--- src/pll_cal_pkg.sv ---
/*
 * constants, state codes and carrier types for the synthesizer calibration control.
 * assumes the register port decoder and the radio state machine run on clk_i at 100 MHz.
 */
package pll_cal_pkg;

   // =========================================================================
   // register offsets and reset values
   // =========================================================================
   localparam logic [5:0] CHANNEL_CCA_OFS   = 6'h08;
   localparam logic [5:0] FILTER_TUNE_OFS   = 6'h18;
   localparam logic [5:0] CF_CAL_OFS        = 6'h1A;
   localparam logic [5:0] DELAY_CAL_OFS     = 6'h1B;

   localparam int         START_BIT         = 7;
   localparam int         ASSESS_TRIG_BIT   = 7;
   localparam int         ASSESS_SEL_LSB    = 5;
   localparam int         CHANNEL_MSB       = 4;
   localparam int         VCO_WORD_MSB      = 3;

   localparam logic [7:0] CHANNEL_CCA_RST   = 8'h2B;
   localparam logic [6:0] FILTER_TUNE_RST   = 7'h58;
   localparam logic [6:0] CF_CAL_RST        = 7'h57;
   localparam logic [5:0] DELAY_CAL_RST     = 6'h20;
   localparam logic [4:0] CHANNEL_FIRST     = 5'h0B;
   localparam logic [4:0] CHANNEL_LAST      = 5'h1A;
   localparam logic [7:0] UNMAPPED_DATA     = 8'h00;

   // =========================================================================
   // timing
   // =========================================================================
   localparam int CLK_PERIOD_NS    = 10;
   localparam int CF_CAL_US        = 8;
   localparam int DELAY_CAL_US     = 6;
   localparam int FILTER_TUNE_US   = 25;
   localparam int TX_RX_SETTLE_US  = 32;
   localparam int CF_CAL_CYCLES    = (CF_CAL_US * 1000 + CLK_PERIOD_NS - 1) / CLK_PERIOD_NS;
   localparam int DELAY_CAL_CYCLES = (DELAY_CAL_US * 1000 + CLK_PERIOD_NS - 1) / CLK_PERIOD_NS;
   localparam int FILTER_CYCLES    = (FILTER_TUNE_US * 1000 + CLK_PERIOD_NS - 1) / CLK_PERIOD_NS;
   localparam int SETTLE_CYCLES    = (TX_RX_SETTLE_US * 1000 + CLK_PERIOD_NS - 1) / CLK_PERIOD_NS;

   // =========================================================================
   // radio states and carriers
   // =========================================================================
   typedef enum logic [3:0] {
      power_on_state   = 4'h0,
      radio_off_state  = 4'h1,
      synth_on_state   = 4'h3,
      listen_state     = 4'h2,
      busy_tx_state    = 4'h6,
      tx_retry_state   = 4'h7,
      rx_autoack_state = 4'h5,
      sleep_state      = 4'h4,
      reset_state      = 4'hC
   } trx_state_e;

   typedef struct packed {
      logic       we;
      logic       re;
      logic [5:0] addr;
      logic [7:0] wdata;
   } reg_req_s;

   typedef struct packed {
      logic cf;
      logic delay_cell_unit;
      logic filter_tuning;
   } cal_busy_s;

endpackage

--- src/pll_calibration_control.sv ---
/*
 * synthesizer calibration control: channel register, calibration start bits with
 * cycle timers, filter tuning, and the lock / unlock interrupt flags.
 * assumes reg_req_i and trx_state_i come from logic on clk_i; pll_unlock_i is asynchronous.
 */
// Function
// RULE1: host requests manual CF or delay calibration only in synth-on or listen state.
// RULE2: completed center-frequency tuning raises the locked interrupt.
// RULE3: CF and delay-cell calibrations can start together and run concurrently.
// RULE4: host should recalibrate after five minutes on a channel or temperature change.
// RULE5: lock raises interrupt 0, unexpected loss of lock raises interrupt 1.
// RULE6: raising either lock interrupt clears the other pending one.
// RULE7: locked interrupt on leaving radio-off or channel change in four active states.
// RULE8: host treats unexpected synthesizer interrupts as errors and reads device state.
// RULE9: return from transmit to synth-on raises no locked interrupt while settling.
// RULE10: five-bit channel 0x0B to 0x1A, others reserved, reset 0x0B.
// RULE11: CF start bit runs an 8 us cycle and clears itself when done.
// RULE12: low four bits of CF register hold the VCO start word, reset 0x7.
// RULE13: delay-cell start bit runs a 6 us cycle and clears itself when done.
// RULE14: filter tuning starts automatically entering radio-off from power-on, sleep, reset.
// RULE15: filter start bit runs a 25 us cycle and clears itself when done.
// RULE16: host should retune filter manually at most five minutes apart, in allowed states.
// RULE17: channel register also holds assess trigger bit 7 and assess select bits 6:5.
// RULE18: leaving radio-off runs both loops; channel change reruns CF calibration.
// RULE19: retuning steps around a transmission raise neither lock interrupt.
// RULE20: each cycle is timed by a reference-clock counter that clears its start bit.
// RULE21: a start bit written in a disallowed state starts no cycle.

// =============================================================================
// calibration cycle timer
// =============================================================================
module cal_timer #(
   parameter int unsigned CYCLES = 8
) (
   input  wire logic clk_i,
   input  wire logic rst_i,
   input  wire logic start_i,
   output logic      busy_o,
   output logic      done_o
);
   localparam int W = $clog2(CYCLES);

   logic [W-1:0] cnt_reg;
   logic [W-1:0] cnt_next;
   logic         busy_reg;
   logic         busy_next;
   logic         done_reg;
   logic         done_next;

   always_comb begin
      cnt_next  = cnt_reg;
      busy_next = busy_reg;
      done_next = 1'b0;
      if (start_i) begin
         cnt_next  = W'(CYCLES - 1);
         busy_next = 1'b1;
      end else if (busy_reg) begin
         if (cnt_reg == '0) begin
            busy_next = 1'b0; // RULE20
            done_next = 1'b1;
         end else begin
            cnt_next = cnt_reg - 1'b1;
         end
      end
   end

   always_ff @(posedge clk_i or posedge rst_i) begin
      if (rst_i) begin
         cnt_reg  <= '0;
         busy_reg <= 1'b0;
         done_reg <= 1'b0;
      end else begin
         cnt_reg  <= cnt_next;
         busy_reg <= busy_next;
         done_reg <= done_next;
      end
   end

   assign busy_o = busy_reg;
   assign done_o = done_reg;
endmodule // cal_timer

// =============================================================================
// top
// =============================================================================
module pll_calibration_control import pll_cal_pkg::*; (
   input  wire logic       clk_i,
   input  wire logic       rst_i,
   input  wire reg_req_s   reg_req_i,
   input  wire trx_state_e trx_state_i,
   input  wire logic       pll_unlock_i,
   output logic [7:0]      reg_rdata_o,
   output logic [4:0]      channel_o,
   output logic [3:0]      vco_center_word_o,
   output logic            assess_trigger_o,
   output logic [1:0]      assess_select_o,
   output cal_busy_s       cal_busy_o,
   output logic            lock_irq_o,
   output logic            unlock_irq_o
);

   // ==========================================================================
   // state decode
   // ==========================================================================
   trx_state_e state_prev_reg;
   logic       in_active;
   logic       prev_active;
   logic       manual_ok;
   logic       filter_ok;

   always_comb begin
      in_active   = trx_state_i inside {synth_on_state, listen_state,
                                        tx_retry_state, rx_autoack_state};
      prev_active = state_prev_reg inside {synth_on_state, listen_state,
                                           tx_retry_state, rx_autoack_state};
      manual_ok   = trx_state_i inside {synth_on_state, listen_state}; // RULE1
      filter_ok   = trx_state_i inside {radio_off_state, synth_on_state, listen_state};
   end

   // ==========================================================================
   // registers
   // ==========================================================================
   logic [7:0] chan_reg;
   logic [7:0] chan_next;
   logic [6:0] ftn_reg;
   logic [6:0] ftn_next;
   logic [6:0] cf_reg;
   logic [6:0] cf_next;
   logic [5:0] dcu_reg;
   logic [5:0] dcu_next;
   logic [7:0] rdata_reg;
   logic [7:0] rdata_next;
   logic       wr_chan;
   logic       chan_change;
   logic       cf_go;
   logic       dcu_go;
   logic       ftn_go;
   logic       auto_both;
   logic       auto_ftn;
   logic       cf_busy;
   logic       dcu_busy;
   logic       ftn_busy;
   logic       cf_done;
   logic       settle_busy;

   always_comb begin
      chan_next  = chan_reg;
      ftn_next   = ftn_reg;
      cf_next    = cf_reg;
      dcu_next   = dcu_reg;
      rdata_next = rdata_reg;
      wr_chan    = reg_req_i.we && (reg_req_i.addr == CHANNEL_CCA_OFS);
      chan_change = 1'b0;
      if (wr_chan) begin
         chan_next[7:CHANNEL_MSB+1] = reg_req_i.wdata[7:CHANNEL_MSB+1]; // RULE17
         if ((reg_req_i.wdata[CHANNEL_MSB:0] >= CHANNEL_FIRST) &&
             (reg_req_i.wdata[CHANNEL_MSB:0] <= CHANNEL_LAST)) begin
            chan_next[CHANNEL_MSB:0] = reg_req_i.wdata[CHANNEL_MSB:0]; // RULE10
            chan_change = reg_req_i.wdata[CHANNEL_MSB:0] != chan_reg[CHANNEL_MSB:0];
         end
      end
      if (reg_req_i.we && (reg_req_i.addr == FILTER_TUNE_OFS)) begin
         ftn_next = reg_req_i.wdata[6:0];
      end
      if (reg_req_i.we && (reg_req_i.addr == CF_CAL_OFS)) begin
         cf_next = reg_req_i.wdata[6:0]; // RULE12
      end
      if (reg_req_i.we && (reg_req_i.addr == DELAY_CAL_OFS)) begin
         dcu_next = reg_req_i.wdata[5:0];
      end
      // manual starts honoured only in the permitted states
      auto_both = in_active && (state_prev_reg == radio_off_state); // RULE18
      auto_ftn  = (trx_state_i == radio_off_state) &&
                  (state_prev_reg inside {power_on_state, sleep_state, reset_state}); // RULE14
      cf_go  = (reg_req_i.we && (reg_req_i.addr == CF_CAL_OFS) &&
                reg_req_i.wdata[START_BIT] && manual_ok) ||
               auto_both || (chan_change && in_active); // RULE21
      dcu_go = (reg_req_i.we && (reg_req_i.addr == DELAY_CAL_OFS) &&
                reg_req_i.wdata[START_BIT] && manual_ok) || auto_both; // RULE3
      ftn_go = (reg_req_i.we && (reg_req_i.addr == FILTER_TUNE_OFS) &&
                reg_req_i.wdata[START_BIT] && filter_ok) || auto_ftn;
      if (reg_req_i.re) begin
         case (reg_req_i.addr)
            CHANNEL_CCA_OFS: rdata_next = chan_reg;
            FILTER_TUNE_OFS: rdata_next = {ftn_busy, ftn_reg};
            CF_CAL_OFS:      rdata_next = {cf_busy, cf_reg}; // RULE11
            DELAY_CAL_OFS:   rdata_next = {dcu_busy, 1'b0, dcu_reg}; // RULE13
            default:         rdata_next = UNMAPPED_DATA;
         endcase
      end
   end

   always_ff @(posedge clk_i or posedge rst_i) begin
      if (rst_i) begin
         chan_reg       <= CHANNEL_CCA_RST;
         ftn_reg        <= FILTER_TUNE_RST;
         cf_reg         <= CF_CAL_RST;
         dcu_reg        <= DELAY_CAL_RST;
         rdata_reg      <= UNMAPPED_DATA;
         state_prev_reg <= power_on_state;
      end else begin
         chan_reg       <= chan_next;
         ftn_reg        <= ftn_next;
         cf_reg         <= cf_next;
         dcu_reg        <= dcu_next;
         rdata_reg      <= rdata_next;
         state_prev_reg <= trx_state_i;
      end
   end

   // ==========================================================================
   // cycle timers
   // ==========================================================================
   cal_timer #(.CYCLES(CF_CAL_CYCLES)) u_cf_timer (
      .clk_i   (clk_i),
      .rst_i   (rst_i),
      .start_i (cf_go),
      .busy_o  (cf_busy),
      .done_o  (cf_done)
   ); // RULE11

   cal_timer #(.CYCLES(DELAY_CAL_CYCLES)) u_dcu_timer (
      .clk_i   (clk_i),
      .rst_i   (rst_i),
      .start_i (dcu_go),
      .busy_o  (dcu_busy),
      .done_o  ()
   ); // RULE13

   cal_timer #(.CYCLES(FILTER_CYCLES)) u_ftn_timer (
      .clk_i   (clk_i),
      .rst_i   (rst_i),
      .start_i (ftn_go),
      .busy_o  (ftn_busy),
      .done_o  ()
   ); // RULE15

   // settling window after a transmission: unlock detection is masked
   cal_timer #(.CYCLES(SETTLE_CYCLES)) u_settle_timer (
      .clk_i   (clk_i),
      .rst_i   (rst_i),
      .start_i (state_prev_reg == busy_tx_state && trx_state_i != busy_tx_state),
      .busy_o  (settle_busy),
      .done_o  ()
   ); // RULE19

   // ==========================================================================
   // lock / unlock interrupt flags
   // ==========================================================================
   logic unl_sync1_reg;
   logic unl_sync2_reg;
   logic unl_old_reg;
   logic lock_reg;
   logic lock_next;
   logic unlock_reg;
   logic unlock_next;
   logic unlock_set;

   always_comb begin
      unlock_set  = unl_sync2_reg && !unl_old_reg && in_active && !cf_busy && !cf_done &&
                    !settle_busy && (trx_state_i != busy_tx_state); // RULE19
      lock_next   = lock_reg;
      unlock_next = unlock_reg;
      if (cf_done) begin
         lock_next   = 1'b1; // RULE2 RULE7 RULE9
         unlock_next = 1'b0; // RULE6
      end else if (unlock_set) begin
         unlock_next = 1'b1; // RULE5
         lock_next   = 1'b0; // RULE6
      end
   end

   always_ff @(posedge clk_i or posedge rst_i) begin
      if (rst_i) begin
         unl_sync1_reg <= 1'b0;
         unl_sync2_reg <= 1'b0;
         unl_old_reg   <= 1'b0;
         lock_reg      <= 1'b0;
         unlock_reg    <= 1'b0;
      end else begin
         unl_sync1_reg <= pll_unlock_i;
         unl_sync2_reg <= unl_sync1_reg;
         unl_old_reg   <= unl_sync2_reg;
         lock_reg      <= lock_next;
         unlock_reg    <= unlock_next;
      end
   end

   assign reg_rdata_o       = rdata_reg;
   assign channel_o         = chan_reg[CHANNEL_MSB:0];
   assign vco_center_word_o = cf_reg[VCO_WORD_MSB:0];
   assign assess_trigger_o  = chan_reg[ASSESS_TRIG_BIT];
   assign assess_select_o   = chan_reg[ASSESS_SEL_LSB+1:ASSESS_SEL_LSB];
   assign cal_busy_o        = '{cf: cf_busy, delay_cell_unit: dcu_busy, filter_tuning: ftn_busy};
   assign lock_irq_o        = lock_reg;
   assign unlock_irq_o      = unlock_reg;

   logic [11:0] len_reg [3];
   logic [2:0]  busy_vec;
   logic [2:0]  go_vec;
   logic        cf_allowed;
   assign busy_vec = {cf_busy, dcu_busy, ftn_busy};
   assign go_vec   = {cf_go, dcu_go, ftn_go};
   assign cf_allowed = manual_ok || auto_both || (chan_change && in_active);

   for (genvar g = 0; g < 3; g++) begin : g_len
      always_ff @(posedge clk_i or posedge rst_i) begin
         if (rst_i) begin
            len_reg[g] <= '0;
         end else if (go_vec[g]) begin
            len_reg[g] <= '0;
         end else if (busy_vec[g]) begin
            len_reg[g] <= len_reg[g] + 1'b1;
         end
      end
   end
endmodule // pll_calibration_control

--- config.mk ---
export PLATFORM = sky130hd
export DESIGN_NAME = pll_calibration_control
export DESIGN_NICKNAME = d
export VERILOG_FILES = /design/src/pll_cal_pkg.sv /design/src/pll_calibration_control.sv
export SDC_FILE = /design/constraint.sdc
export NUM_CORES = 1
export LEC_CHECK = 0
export ABC_CLOCK_PERIOD_IN_PS = 3300
export BUFFER_PORTS_ARGS = -buffer_cell sky130_fd_sc_hd__buf_2
export CAP_MARGIN = 20
export CORE_UTILIZATION = 50
export CTS_CLUSTER_SIZE = 25
export DETAILED_ROUTE_END_ITERATION = 6
export PLACE_DENSITY = 0.69
export RECOVER_POWER = 100
export REMOVE_ABC_BUFFERS = 1
export SLEW_MARGIN = 20
export SYNTH_ARGS = -nofsm -noshare
export SYNTH_HDL_FRONTEND = slang
export SYNTH_SLANG_ARGS = --single-unit
--- constraint.sdc ---
create_clock -name clk_i -period 3.3 [get_ports clk_i]
set_input_delay 0.165 -clock clk_i [delete_from_list [all_inputs] [get_ports clk_i]]
set_output_delay 0.165 -clock clk_i [all_outputs]
set_load 0.02 [all_outputs]
[Word level (Yosys, flattened, before mapping)]
Index checks and enable logic that the tools add are counted.
Storage, ports and cells
  output and inout port bits: 25
  logic and storage cells: 128
  bits in registers: 94
Operators by class
  multiplexer cells: 34
  order comparisons: 2
  add/sub/neg operators: 4
  equality and inequality tests: 19
  reductions and logical operators: 48
Operator list (number)
  2-to-1 mux 12 bit: 6
  2-to-1 mux 10 bit: 6
  case mux 8 bit (4 select lines): 1
  zero test 12 bit: 2
  subtractor 12 x 1 -> 12 bit, second input constant: 2
  logical AND 1 bit: 21
  2-to-1 mux 1 bit: 21
  zero test 10 bit: 2
  subtractor 10 x 1 -> 10 bit, second input constant: 2
  equality test 6 x 5 -> 1 bit, second input constant: 3
  equality test 4 x 3 -> 1 bit, second input constant: 4
  nonzero test 2 bit: 6
  AND reduction 2 bit: 5
  equality test 4 x 1 -> 1 bit, second input constant: 2
  equality test 4 x 2 -> 1 bit, second input constant: 2
  equality test 6 x 4 -> 1 bit, second input constant: 1
  inequality test 2 bit, second input constant: 3
  nonzero test 3 bit: 2
  >= comparator 5 x 4 -> 1 bit, second input constant: 1
  <= comparator 5 bit, second input constant: 1
  inequality test 5 bit: 1
  equality test 4 bit, second input constant: 1
  zero test 1 bit: 4
  zero test 4 bit: 1
  other kinds (4): 7

[Longest topological paths before layout]
Gate-level depths: netlist of the first run.
  depth in word-level cells: 9
  gate-level depth with buffers: 7
  depth with buffers taken out: 6

[Cells and area by module]
Synthesis of the first run repeated with hierarchy kept, for this count alone.
Unflattened totals
  cells, all modules: 486
  area total of the unflattened synthesis: 5235.0 sq um
Modules (own cells, without submodules)
  pll_calibration_control: cells each 175, times used 1, area an instance 2180.8 sq um
  cal_timer at u_settle_timer: cells each 79, times used 1, area an instance 824.5 sq um
  cal_timer at u_dcu_timer: cells each 79, times used 1, area an instance 778.2 sq um
  cal_timer at u_ftn_timer: cells each 74, times used 1, area an instance 735.7 sq um
  cal_timer at u_cf_timer: cells each 79, times used 1, area an instance 715.7 sq um

[Worst setup path after synthesis of the first run]
Ideal clock, no wire load.
  path type: reg-to-reg
  start: register u_cf_timer.cnt_reg[0]
  end: register u_cf_timer.cnt_reg[4]
  path slack: 1272 ps
  arrival: 1888 ps
  clock period less this slack: 2028 ps
  required time: 3160 ps
  stages on the path, launching flop included: 8
  library setup time: 140 ps
  cells stage by stage: dfrtp_1 > inv_1 > ha_1 > or4b_2 > clkbuf_1 > nor3_1 > o21a_1 > nand3_1
Between the ends
  cells in the longest elaborated chain, start to end: 4
  elaborated cells between the ends (all ways): 7
  those cells by class: add/sub (1); eq/ne (1); mux (3); reduce/logical (2)
RTL lines
  start: declaration: RTL line pll_calibration_control.sv:43  | logic [W-1:0] cnt_reg;
  start signal: assignment: RTL line pll_calibration_control.sv:73  | cnt_reg <= cnt_next;
  subtractor 10 x 1 -> 10 bit: RTL line pll_calibration_control.sv:62  | cnt_next = cnt_reg - 1'b1;
  2-to-1 mux 10 bit: RTL line pll_calibration_control.sv:58  | if (cnt_reg == '0) begin
  2-to-1 mux 10 bit: RTL line pll_calibration_control.sv:57  | end else if (busy_reg) begin
  2-to-1 mux 10 bit: RTL line pll_calibration_control.sv:54  | if (start_i) begin
Several ways; a longest one is shown, not always the timed one. The select of a mux whose other input is x is not followed.
A chain may end at the register's enable or synchronous reset.

[Worst setup path after layout of the first run]
  start: register u_settle_timer.cnt_reg[0]
  end: register u_settle_timer.cnt_reg[0]
Between the ends
  cells in the longest elaborated chain, start to end: 4
  elaborated cells between the ends (all ways): 7
  those cells by class: add/sub (1); eq/ne (1); mux (3); reduce/logical (2)
RTL lines (RTL line)
  start: declaration: pll_calibration_control.sv:43
  start signal: assignment: pll_calibration_control.sv:73
  subtractor 12 x 1 -> 12 bit: pll_calibration_control.sv:62
  2-to-1 mux 12 bit: pll_calibration_control.sv:58
  2-to-1 mux 12 bit: pll_calibration_control.sv:57
  2-to-1 mux 12 bit: pll_calibration_control.sv:54
Several ways; a longest one is shown, not always the timed one. The select of a mux whose other input is x is not followed.

==> results.sh, run 1 <==
export IMPL_synth_ff_type="dfrtp_1"
export IMPL_vias=3619
export IMPL_root_buffer="clkbuf_8"
export IMPL_clkLatencyLatePin_ns=0.38
export IMPL_hp_start="reg_req_i[6]"
export IMPL_worst_setup_path_start_kind="flop"
export IMPL_holdPathEnd="ftn_reg[6]$_DFFE_PP1N_"
export IMPL_synthTopCellsByArea="dfrtp_1 (42%), dfstp_2 (7.2%), mux2_2 (6.8%), mux2i_1 (3.8%), nand2_1 (2.6%)"
export IMPL_dp_hpwl_mm=7.261
export IMPL_finalPower_w=0.003333
export IMPL_fin_setup_tns_ns=0
export IMPL_n_fill_cell=808
export IMPL_arrival_ns=2.68
export IMPL_clkTransAtPathRegs_ns=0.11
export IMPL_post_cts_buffers=0
export IMPL_grt_util_met2=0.3517
export IMPL_grt_pass1_wl_mm=16.66
export IMPL_cts_buffers=9
export IMPL_synth_top_area_share=0.4246
export IMPL_seq_area_um2=2369
export IMPL_grt_pass1_vias=3467
export IMPL_violations="capacitance limit, slew limit"
export IMPL_clkPwrFrac=0.229
export IMPL_rr_worst_depth=6
export IMPL_drv_slew=54
export IMPL_power_density_nw_per_um2=634.2
export IMPL_synth_edf_count=0
export IMPL_antenna_found_initial=0
export IMPL_drtPass1Iterations=4
export IMPL_grt_max_degree=54
export IMPL_wl_per_cell_um=16.14
export IMPL_coreArea_um2=9240
export IMPL_fin_ws_ns=0.8894
export IMPL_synth_cell_types=58
export IMPL_yosysMostFrequentCell="dfrtp_1"
export IMPL_critical_path_class="reg2reg"
export IMPL_worst_slew_pin_transition_ns=2.300
export IMPL_pre_cts_ws_ns=1.065
export IMPL_holdPathStages=2
export IMPL_peakVddDrop_mv=0.2748
export IMPL_p_leak_nw=2.122
export IMPL_dp_cells=602
export IMPL_critPathCaptureType="flop"
export IMPL_rrSetupSlack_ns=0.89
export IMPL_timing_final_crit_share=0.7305
export IMPL_final_net_count=517
export IMPL_switchingPower_w=0.001199
export IMPL_hold_path_class="in2reg"
export IMPL_wl_mm=10.07
export IMPL_combPwrFrac=0.256
export IMPL_core_rowCount=35
export IMPL_start_util=0.5166
export IMPL_synthArstFlopShare=1.000
export IMPL_avgViaCountPerCell=5.800
export IMPL_status="finished, violations left"
export IMPL_synth_seq_cells=94
export IMPL_cell_internal_pwr_w=0.002135
export IMPL_grt_use_met1=0.2885
export IMPL_drive_above_1_share=0.1838
export IMPL_gr_total_overflow=0
export IMPL_ys_seq_area_frac=0.4962
export IMPL_p_seq_frac=0.515
export IMPL_ctsResizeCount=0
export IMPL_fin_worst_hold_slack_ns=0.04311
export IMPL_top_usage_layer="met2"
export IMPL_netlist_area_um2=4773
export IMPL_clkSinkCount=94
export IMPL_die_h_um=99.71
export IMPL_multi_input_area_um2=2180
export IMPL_swShare=0.3596
export IMPL_cp_max_fo=5
export IMPL_drtIter0Drc=147
export IMPL_gp_congestion=0.8038
export IMPL_reg2reg_to="u_settle_timer.cnt_reg[0]$_DFFE_PP0P_"
export IMPL_hold_viol=0
export IMPL_relSlewSlack=-0.5415
export IMPL_avgSynthCellArea_um2=10.78
export IMPL_synth_area_leader_cell="dfrtp_1"
export IMPL_maxCapViolations=1
export IMPL_stdcell_count=624
export IMPL_remaining_drc_errors=0
export IMPL_regToRegStartpoint="u_settle_timer.cnt_reg[0]$_DFFE_PP0P_"
export IMPL_finalCriticalPeriod_ns=2.411
export IMPL_grt_setup_unrepaired="false"
export IMPL_port_buffers=47
export IMPL_ys_warn_count=0
export IMPL_io_pins=48
export IMPL_antennaDiodeCount=0
export IMPL_ant_nets=0
export IMPL_areaGrowthSynthToFinish_pct=10.12
export IMPL_grt_total_usage=0.2138
export IMPL_ctsHtreeMaxLevel=3
export IMPL_required_ns=3.57
export IMPL_netlist_instances=443
export IMPL_met3_usage=0.03233
export IMPL_synth_common_cells="dfrtp_1 (81), nand2_1 (33), mux2_2 (29)"
export IMPL_clock_path_buffers=2
export IMPL_setup_violations=0
export IMPL_cts_tree="done"
export IMPL_die_w_um=99.71
export IMPL_worst_clock_skew_ns=0.01909
export IMPL_die_area_um2=9941
export IMPL_fmax_mhz=414.8
==> layout by cell type, fill, tap and decap left out, types with 3 or more instances in the layout <==
cell type | synthesis | routed
dfrtp_1 | 81 | 81
nor4bb_1 | 4 | 4
dlygate4sd3_1 | 0 | 6
or4b_2 | 4 | 4
and3_1 | 3 | 3
a21oi_1 | 14 | 14
nor4b_1 | 4 | 4
o22ai_1 | 8 | 8
nor3_1 | 13 | 13
nand3_1 | 16 | 16
clkbuf_1 | 8 | 28
o211ai_1 | 9 | 9
nand2_1 | 33 | 33
or4_1 | 10 | 10
dfstp_2 | 13 | 11
nor2_1 | 28 | 28
o31ai_1 | 9 | 10
o41ai_1 | 3 | 6
nor4_1 | 5 | 5
ha_1 | 4 | 4
o21ai_0 | 10 | 11
o2111ai_1 | 4 | 4
buf_2 | 1 | 19
mux2_2 | 29 | 28
a211o_1 | 3 | 3
nand4_1 | 3 | 3
or3_1 | 14 | 15
mux2i_1 | 18 | 18
nand2b_1 | 3 | 3
o22a_1 | 7 | 7
or3b_2 | 3 | 3
xnor2_1 | 5 | 5
clkbuf_8 | 0 | 9
xor2_1 | 11 | 11
inv_1 | 19 | 18
or2_2 | 6 | 6
==> timing repair <==
item | 4_1_cts | 5_1_grt
setup endpoints to repair | 0 | 0
hold buffers | 6 | 0
endpoints found under the hold margin | 39 | 0
==> worst max-delay path by stage <==
stage                                                      from                                    end  slack, ns
final                     u_settle_timer.cnt_reg[0]$_DFFE_PP0P_  u_settle_timer.cnt_reg[0]$_DFFE_PP0P_       0.89
after floorplan                                           rst_i                  cf_reg[3]$_DFFE_PP0N_       0.71
after global routing                                      rst_i     u_dcu_timer.cnt_reg[6]$_DFFE_PP0P_       0.49
after CTS                 u_settle_timer.cnt_reg[0]$_DFFE_PP0P_  u_settle_timer.cnt_reg[2]$_DFFE_PP0P_       1.04
after global placement    u_settle_timer.cnt_reg[0]$_DFFE_PP0P_  u_settle_timer.cnt_reg[2]$_DFFE_PP0P_       1.17
after detailed placement  u_settle_timer.cnt_reg[0]$_DFFE_PP0P_  u_settle_timer.cnt_reg[2]$_DFFE_PP0P_       1.06
==> critical path, stage by stage, from the launching register on <==
cell and delay, ns:
dfrtp_1 0.42, inv_1 0.10, ha_1 0.19, or3b_2 0.47, o41ai_1 0.84, xnor2_1 0.21, nand2_1 0.08
==> power groups by stage <==
stage          clock network, W  logic [W]  registers, W
4_1_cts                0.000782   0.000891       0.00171
2_1_floorplan                 0   0.000676       0.00168
3_3_place_gp                  0   0.000844       0.00171
3_5_place_dp                  0   0.000881       0.00173
6_report               0.000763   0.000855       0.00172
5_1_grt                0.000828   0.000970       0.00176
==> cells by family after synthesis <==
kind of cell,after synthesis,synth area share
AO/OA/AOI/OAI,82,0.1305
XOR/XNOR,16,0.02936
adder cells (fa/ha/maj),4,0.01049
buffers and inverters,38,0.03565
flip-flops,94,0.4962
multiplexers,47,0.1062
AND/OR/NAND/NOR,162,0.1916
==> routing by layer <==
layer	wire length, um	share of wire	up-vias
met4	146	0.014	0
met5	0	0	-
met1	4842	0.48	1814
met3	257	0.026	13
met2	4825	0.48	53
li1	-	-	1739
==> area by class of cell <==
type                    instances  share of cell area
clock inverters                 7             0.01523
clock buffers                   9             0.02357
inverters                      19             0.01381
flip-flops and latches         94              0.4506
well taps                     129             0.03071
multi-input cells             311              0.4147
repair buffers                 55             0.05142
==> stage by stage <==
step	util	instance area, um2
global placement	0.5506	5087
CTS	0.5791	5351
floorplan	-	4674
finish	0.5689	5256
detailed placement	0.5506	5087
global route	0.5689	5256
(Power assumes the default switching activity.)
==> run 2, diff against run 1 <==
ABC_CLOCK_PERIOD_IN_PS = 2270   (was 3300)
clock period = 2.27 ns   (was 3.3 ns; I/O delays follow)
==> run 2 against run 1 <==
- the run now ends clean
- via count increased by 1.5%
- hold slack worse by 0.031 ns
- final cell count is 1.8% higher
- clock skew down 0.0013 ns
- wire length fell by 0.96%
- non-clock buffer count grew 11
- fmax up 15%
- clock power grew 55%
- final area is 1.7% higher
- core utilization is 0.97 points higher
- clock-buffer cell count stayed put
- critical path type unchanged
==> results.sh, run 2 (synthesis results as in run 1) <==
export IMPL_cell_internal_pwr_w=0.003214
export IMPL_clock_path_buffers=2
export IMPL_p_leak_nw=2.155
export IMPL_drv_slew=0
export IMPL_finalPower_w=0.004932
export IMPL_root_buffer="clkbuf_8"
export IMPL_power_density_nw_per_um2=922.4
export IMPL_required_ns=2.48
export IMPL_drive_above_1_share=0.1957
export IMPL_ctsHtreeMaxLevel=3
export IMPL_combPwrFrac=0.255
export IMPL_dp_hpwl_mm=7.158
export IMPL_cts_tree="done"
export IMPL_port_buffers=47
export IMPL_vias=3674
export IMPL_clkLatencyLatePin_ns=0.38
export IMPL_hold_path_class="in2reg"
export IMPL_n_fill_cell=793
export IMPL_clkTransAtPathRegs_ns=0.09
export IMPL_antennaDiodeCount=0
export IMPL_coreArea_um2=9240
export IMPL_avgViaCountPerCell=5.786
export IMPL_die_h_um=99.71
export IMPL_drtPass1Iterations=5
export IMPL_fin_worst_hold_slack_ns=0.01162
export IMPL_maxCapViolations=0
export IMPL_finalCriticalPeriod_ns=2.088
export IMPL_critical_path_class="reg2reg"
export IMPL_final_net_count=528
export IMPL_gr_total_overflow=0
export IMPL_relSlewSlack=0.1558
export IMPL_grt_total_usage=0.2143
export IMPL_timing_final_crit_share=0.9198
export IMPL_seq_area_um2=2369
export IMPL_grt_pass1_vias=3464
export IMPL_hold_viol=0
export IMPL_critPathCaptureType="flop"
export IMPL_p_seq_frac=0.506
export IMPL_grt_pass1_wl_mm=16.61
export IMPL_peakVddDrop_mv=0.4034
export IMPL_antenna_found_initial=0
export IMPL_cp_max_fo=6
export IMPL_cts_buffers=9
export IMPL_io_pins=48
export IMPL_slowest_delay_ns=0.66
export IMPL_start_util=0.5166
export IMPL_final_common_cell="dfrtp_1"
export IMPL_die_w_um=99.71
export IMPL_swShare=0.3483
export IMPL_wl_mm=9.974
export IMPL_arrival_ns=2.30
export IMPL_setup_violations=0
export IMPL_gp_congestion=0.7857
export IMPL_multi_input_area_um2=2211
export IMPL_core_rowCount=35
export IMPL_worst_setup_path_start_kind="flop"
export IMPL_worst_slew_pin_transition_ns=1.259
export IMPL_status="finished, final reports clean"
export IMPL_layout_common_cells="dfrtp_1 (81), clkbuf_1 (38), nand2_1 (33)"
export IMPL_wl_per_cell_um=15.71
export IMPL_clkPwrFrac=0.239
export IMPL_areaGrowthSynthToFinish_pct=12.01
export IMPL_slowest_stage="or4_1"
export IMPL_ant_nets=0
export IMPL_grt_max_degree=42
export IMPL_fmax_mhz=479.0
export IMPL_drtIter0Drc=154
export IMPL_fin_setup_tns_ns=0
export IMPL_post_cts_buffers=0
export IMPL_die_area_um2=9941
export IMPL_grt_setup_unrepaired="false"
export IMPL_remaining_drc_errors=0
export IMPL_worst_clock_skew_ns=0.01775
export IMPL_clkSinkCount=94
export IMPL_switchingPower_w=0.001718
export IMPL_crit_chain="or4_1 > o41ai_2 > xnor2_1 > nand2_1"
==> run 2: changes by cell type in the layout (fill, tap and decap cells not counted), sizes merged <==
cell | previous run | this run
inv | 20 | 21
buf | 19 | 21
bufinv | 0 | 1
clkinv | 4 | 2
clkbuf | 39 | 48
==> run 2: cell type report <==
class | count | share of cell area
inverters | 19 | 0.01357
repair buffers | 66 | 0.05991
multi-input cells | 311 | 0.4135
clock inverters | 7 | 0.01662
well taps | 129 | 0.03019
flip-flops and latches | 94 | 0.4430
clock buffers | 9 | 0.02317
==> run 2: power groups by stage <==
stage	clock network, W	registers [W]	logic [W]
floorplan	0	0.00244	0.000983
global placement	0	0.00249	0.00124
detailed placement	0	0.00251	0.00129
CTS	0.00119	0.00248	0.00130
global route	0.00127	0.00256	0.00143
finish	0.00118	0.00250	0.00126
==> run 2: per-layer routing <==
metal	part of all wire	GRT usage	wire, um
met5	0	0	0
met4	0.019	0.07919	188
met3	0.026	0.03443	263
met2	0.47	0.3422	4687
met1	0.48	0.2955	4835
==> run 2: critical path, delay by kind of cell, from the launching register on <==
family	cells	cell delay [ns]
flops	1	0.44
simple gates	2	0.74
compound gates	1	0.58
xor+xnor	1	0.18
==> run 2: path summary, 6_finish.rpt <==
check	start	end	slack, ns	cells after the start
max in group asynchronous	rst_i	ftn_reg[0]$_DFFE_PP0N_	0.53	4
max	u_ftn_timer.cnt_reg[8]$_DFFE_PP0P_	u_ftn_timer.cnt_reg[0]$_DFFE_PP0P_	0.18	4
min reg2reg	unl_sync1_reg$_DFF_PP0_	unl_sync2_reg$_DFF_PP0_	0.36	0
min	reg_req_i[6]	cf_reg[6]$_DFFE_PP1N_	0.01	2
min in group asynchronous	rst_i	u_settle_timer.cnt_reg[0]$_DFFE_PP0P_	0.55	3
max reg2reg	u_ftn_timer.cnt_reg[8]$_DFFE_PP0P_	u_ftn_timer.cnt_reg[0]$_DFFE_PP0P_	0.18	4
==> run 2: what timing repair did <==
| action | in CTS | in global routing |
|---|---|---|
| hold buffers | 6 | 0 |
| setup endpoints to repair | 0 | 5 |
| resized for setup | 0 | 2 |
| hold endpoints to repair | 29 | 0 |
==> run 2: metrics by stage <==
stage          cell area (um2)  instances  worst slack, ns  utilization
5_1_grt                   5346        635          0.06336       0.5786
2_1_floorplan             4674        424          -0.2707            -
6_report                  5346        635           0.1821       0.5786
4_1_cts                   5455        635          0.02653       0.5904
3_3_place_gp              5182        613           0.1758       0.5609
3_5_place_dp              5182        613          0.06106       0.5609
==> run 3, diff against run 2 <==
MAX_ROUTING_LAYER = met4   (was default)
==> run 3 against run 2 <==
- clock skew hardly changed
- die area stayed put
- clock power hardly changed
- core utilization stayed put
- setup slack hardly changed
- register-to-register slack hardly changed
- total power hardly changed
- non-clock buffer count stayed put
- sequential share of layout area stayed put
- critical path type unchanged
- critical endpoint unchanged
==> results.sh, run 3 (synthesis results as in run 1) <==
export IMPL_port_buffers=47
export IMPL_drv_slew=0
export IMPL_worst_slew_pin_transition_ns=1.244
export IMPL_reg2reg_to="u_ftn_timer.cnt_reg[0]$_DFFE_PP0P_"
export IMPL_ant_nets=0
export IMPL_root_buffer="clkbuf_8"
export IMPL_post_cts_buffers=0
export IMPL_critPathCaptureType="flop"
export IMPL_power_density_nw_per_um2=922.7
export IMPL_regToRegStartpoint="u_ftn_timer.cnt_reg[8]$_DFFE_PP0P_"
export IMPL_grt_total_usage=0.2209
export IMPL_required_ns=2.48
export IMPL_arrival_ns=2.30
export IMPL_fin_worst_hold_slack_ns=0.004874
export IMPL_setup_violations=0
export IMPL_p_leak_nw=2.155
export IMPL_rr_worst_depth=4
export IMPL_drtIter0Drc=142
export IMPL_stdcell_count=635
export IMPL_die_w_um=99.71
export IMPL_clkLatencyLatePin_ns=0.38
export IMPL_dp_hpwl_mm=7.158
export IMPL_dp_cells=613
export IMPL_layout_common_cells="dfrtp_1 (81), clkbuf_1 (38), nand2_1 (33)"
export IMPL_antenna_found_initial=0
export IMPL_cts_tree="done"
export IMPL_hp_start="reg_req_i[6]"
export IMPL_grt_max_degree=42
export IMPL_die_area_um2=9941
export IMPL_gp_congestion=0.7967
export IMPL_cts_buffers=9
export IMPL_start_util=0.5166
export IMPL_remaining_drc_errors=0
export IMPL_fmax_mhz=478.9
export IMPL_slowest_stage="or4_1"
export IMPL_cp_num_buf_inv=0
export IMPL_antennaDiodeCount=0
export IMPL_die_h_um=99.71
export IMPL_grt_setup_unrepaired="false"
export IMPL_areaGrowthSynthToFinish_pct=12.01
export IMPL_vias=3677
export IMPL_finalCriticalPeriod_ns=2.088
export IMPL_timing_final_crit_share=0.9198
export IMPL_holdPathEnd="cf_reg[6]$_DFFE_PP1N_"
export IMPL_hold_path_class="in2reg"
export IMPL_status="finished, final reports clean"
export IMPL_final_net_count=528
export IMPL_worst_setup_path_start_kind="flop"
export IMPL_clkSinkCount=94
export IMPL_worst_clock_skew_ns=0.01778
export IMPL_clock_path_buffers=2
export IMPL_avgViaCountPerCell=5.791
export IMPL_maxCapViolations=0
export IMPL_clkTransAtPathRegs_ns=0.10
export IMPL_relSlewSlack=0.1661
export IMPL_io_pins=48
export IMPL_grt_pass1_vias=3462
export IMPL_cp_max_fo=6
export IMPL_gr_total_overflow=0
export IMPL_ctsHtreeMaxLevel=3
export IMPL_holdPathStages=2
export IMPL_hold_viol=0
export IMPL_core_rowCount=35
export IMPL_rrSetupSlack_ns=0.18
export IMPL_drtPass1Iterations=4
export IMPL_coreArea_um2=9240
export IMPL_grt_pass1_wl_mm=16.61
export IMPL_critical_path_class="reg2reg"
export IMPL_drive_above_1_share=0.1957
export IMPL_crit_chain="or4_1 > o41ai_2 > xnor2_1 > nand2_1"
export IMPL_wl_per_cell_um=15.72
export IMPL_slowest_delay_ns=0.66
export IMPL_wl_mm=9.981
export IMPL_final_common_cell="dfrtp_1"
export IMPL_peakVddDrop_mv=0.4036
export IMPL_cp_top_family="simple AND/OR/NAND/NOR gates"
-- run 3: cell counts in the layout (fill, tap and decap cells not counted) --
Identical to the previous run, type by type.
-- run 3: area by class of cell --
type / instances / area (um2)
Fill cell: 793 / 3894
Sequential cell: 94 / 2369
Multi-Input combinational cell: 311 / 2211
Timing Repair Buffer: 66 / 320.3
Tap cell: 129 / 161.4
Clock buffer: 9 / 123.9
Clock inverter: 7 / 88.84
Inverter: 19 / 72.57
-- run 3: worst max-delay path by stage --
| stage | from | to | cells past startpoint |
|---|---|---|---|
| final | u_ftn_timer.cnt_reg[8]$_DFFE_PP0P_ | u_ftn_timer.cnt_reg[0]$_DFFE_PP0P_ | 4 |
| after global routing | state_prev_reg[1]$_DFF_PP0_ | u_cf_timer.done_o$_DFF_PP0_ | 4 |
| after CTS | u_cf_timer.cnt_reg[0]$_DFFE_PP0P_ | u_cf_timer.cnt_reg[4]$_DFFE_PP0P_ | 6 |
| after detailed placement | u_cf_timer.cnt_reg[0]$_DFFE_PP0P_ | u_cf_timer.cnt_reg[3]$_DFFE_PP0P_ | 6 |
| after global placement | u_cf_timer.cnt_reg[0]$_DFFE_PP0P_ | u_cf_timer.cnt_reg[4]$_DFFE_PP0P_ | 6 |
| after floorplan | rst_i | cf_reg[3]$_DFFE_PP0N_ | 1 |
-- run 3: metal layers --
metal  GRT usage  vias up  wire [um]
met5           -        -          0
met4     0.07919        0        184
met3     0.03443       17        367
met2      0.3438       71       4706
met1      0.2941     1829       4723
li1            -     1760          -
-- run 3: what timing repair did --
item	4_1_cts	5_1_grt
hold endpoints to repair	29	0
resized for setup	0	2
hold buffers	6	0
setup endpoints to repair	0	5
-- run 3: where the power goes --
group	switching (W)	leakage, nW	internal [W]
Sequential	0.000422	1.11	0.00207
Combinational	0.000646	0.939	0.000609
Clock	0.000651	0.104	0.000532
-- run 3: worst register-to-register path: stages, from the launching register on --
cell	delay (ns)
dfrtp_1	0.44
or4_1	0.66
o41ai_2	0.58
xnor2_1	0.18
nand2_1	0.08
-- run 3: through the flow --
stage	total power, W	util	setup WS (ns)	TNS, ns	area [um2]
floorplan	0.003427	-	-0.2707	-21.92	4674
finish	0.004933	0.5786	0.1819	0	5346
CTS	0.004983	0.5904	0.02653	0	5455
global placement	0.003735	0.5609	0.1758	0	5182
global route	0.005264	0.5786	0.06317	0	5346
detailed placement	0.003804	0.5609	0.06106	0	5182
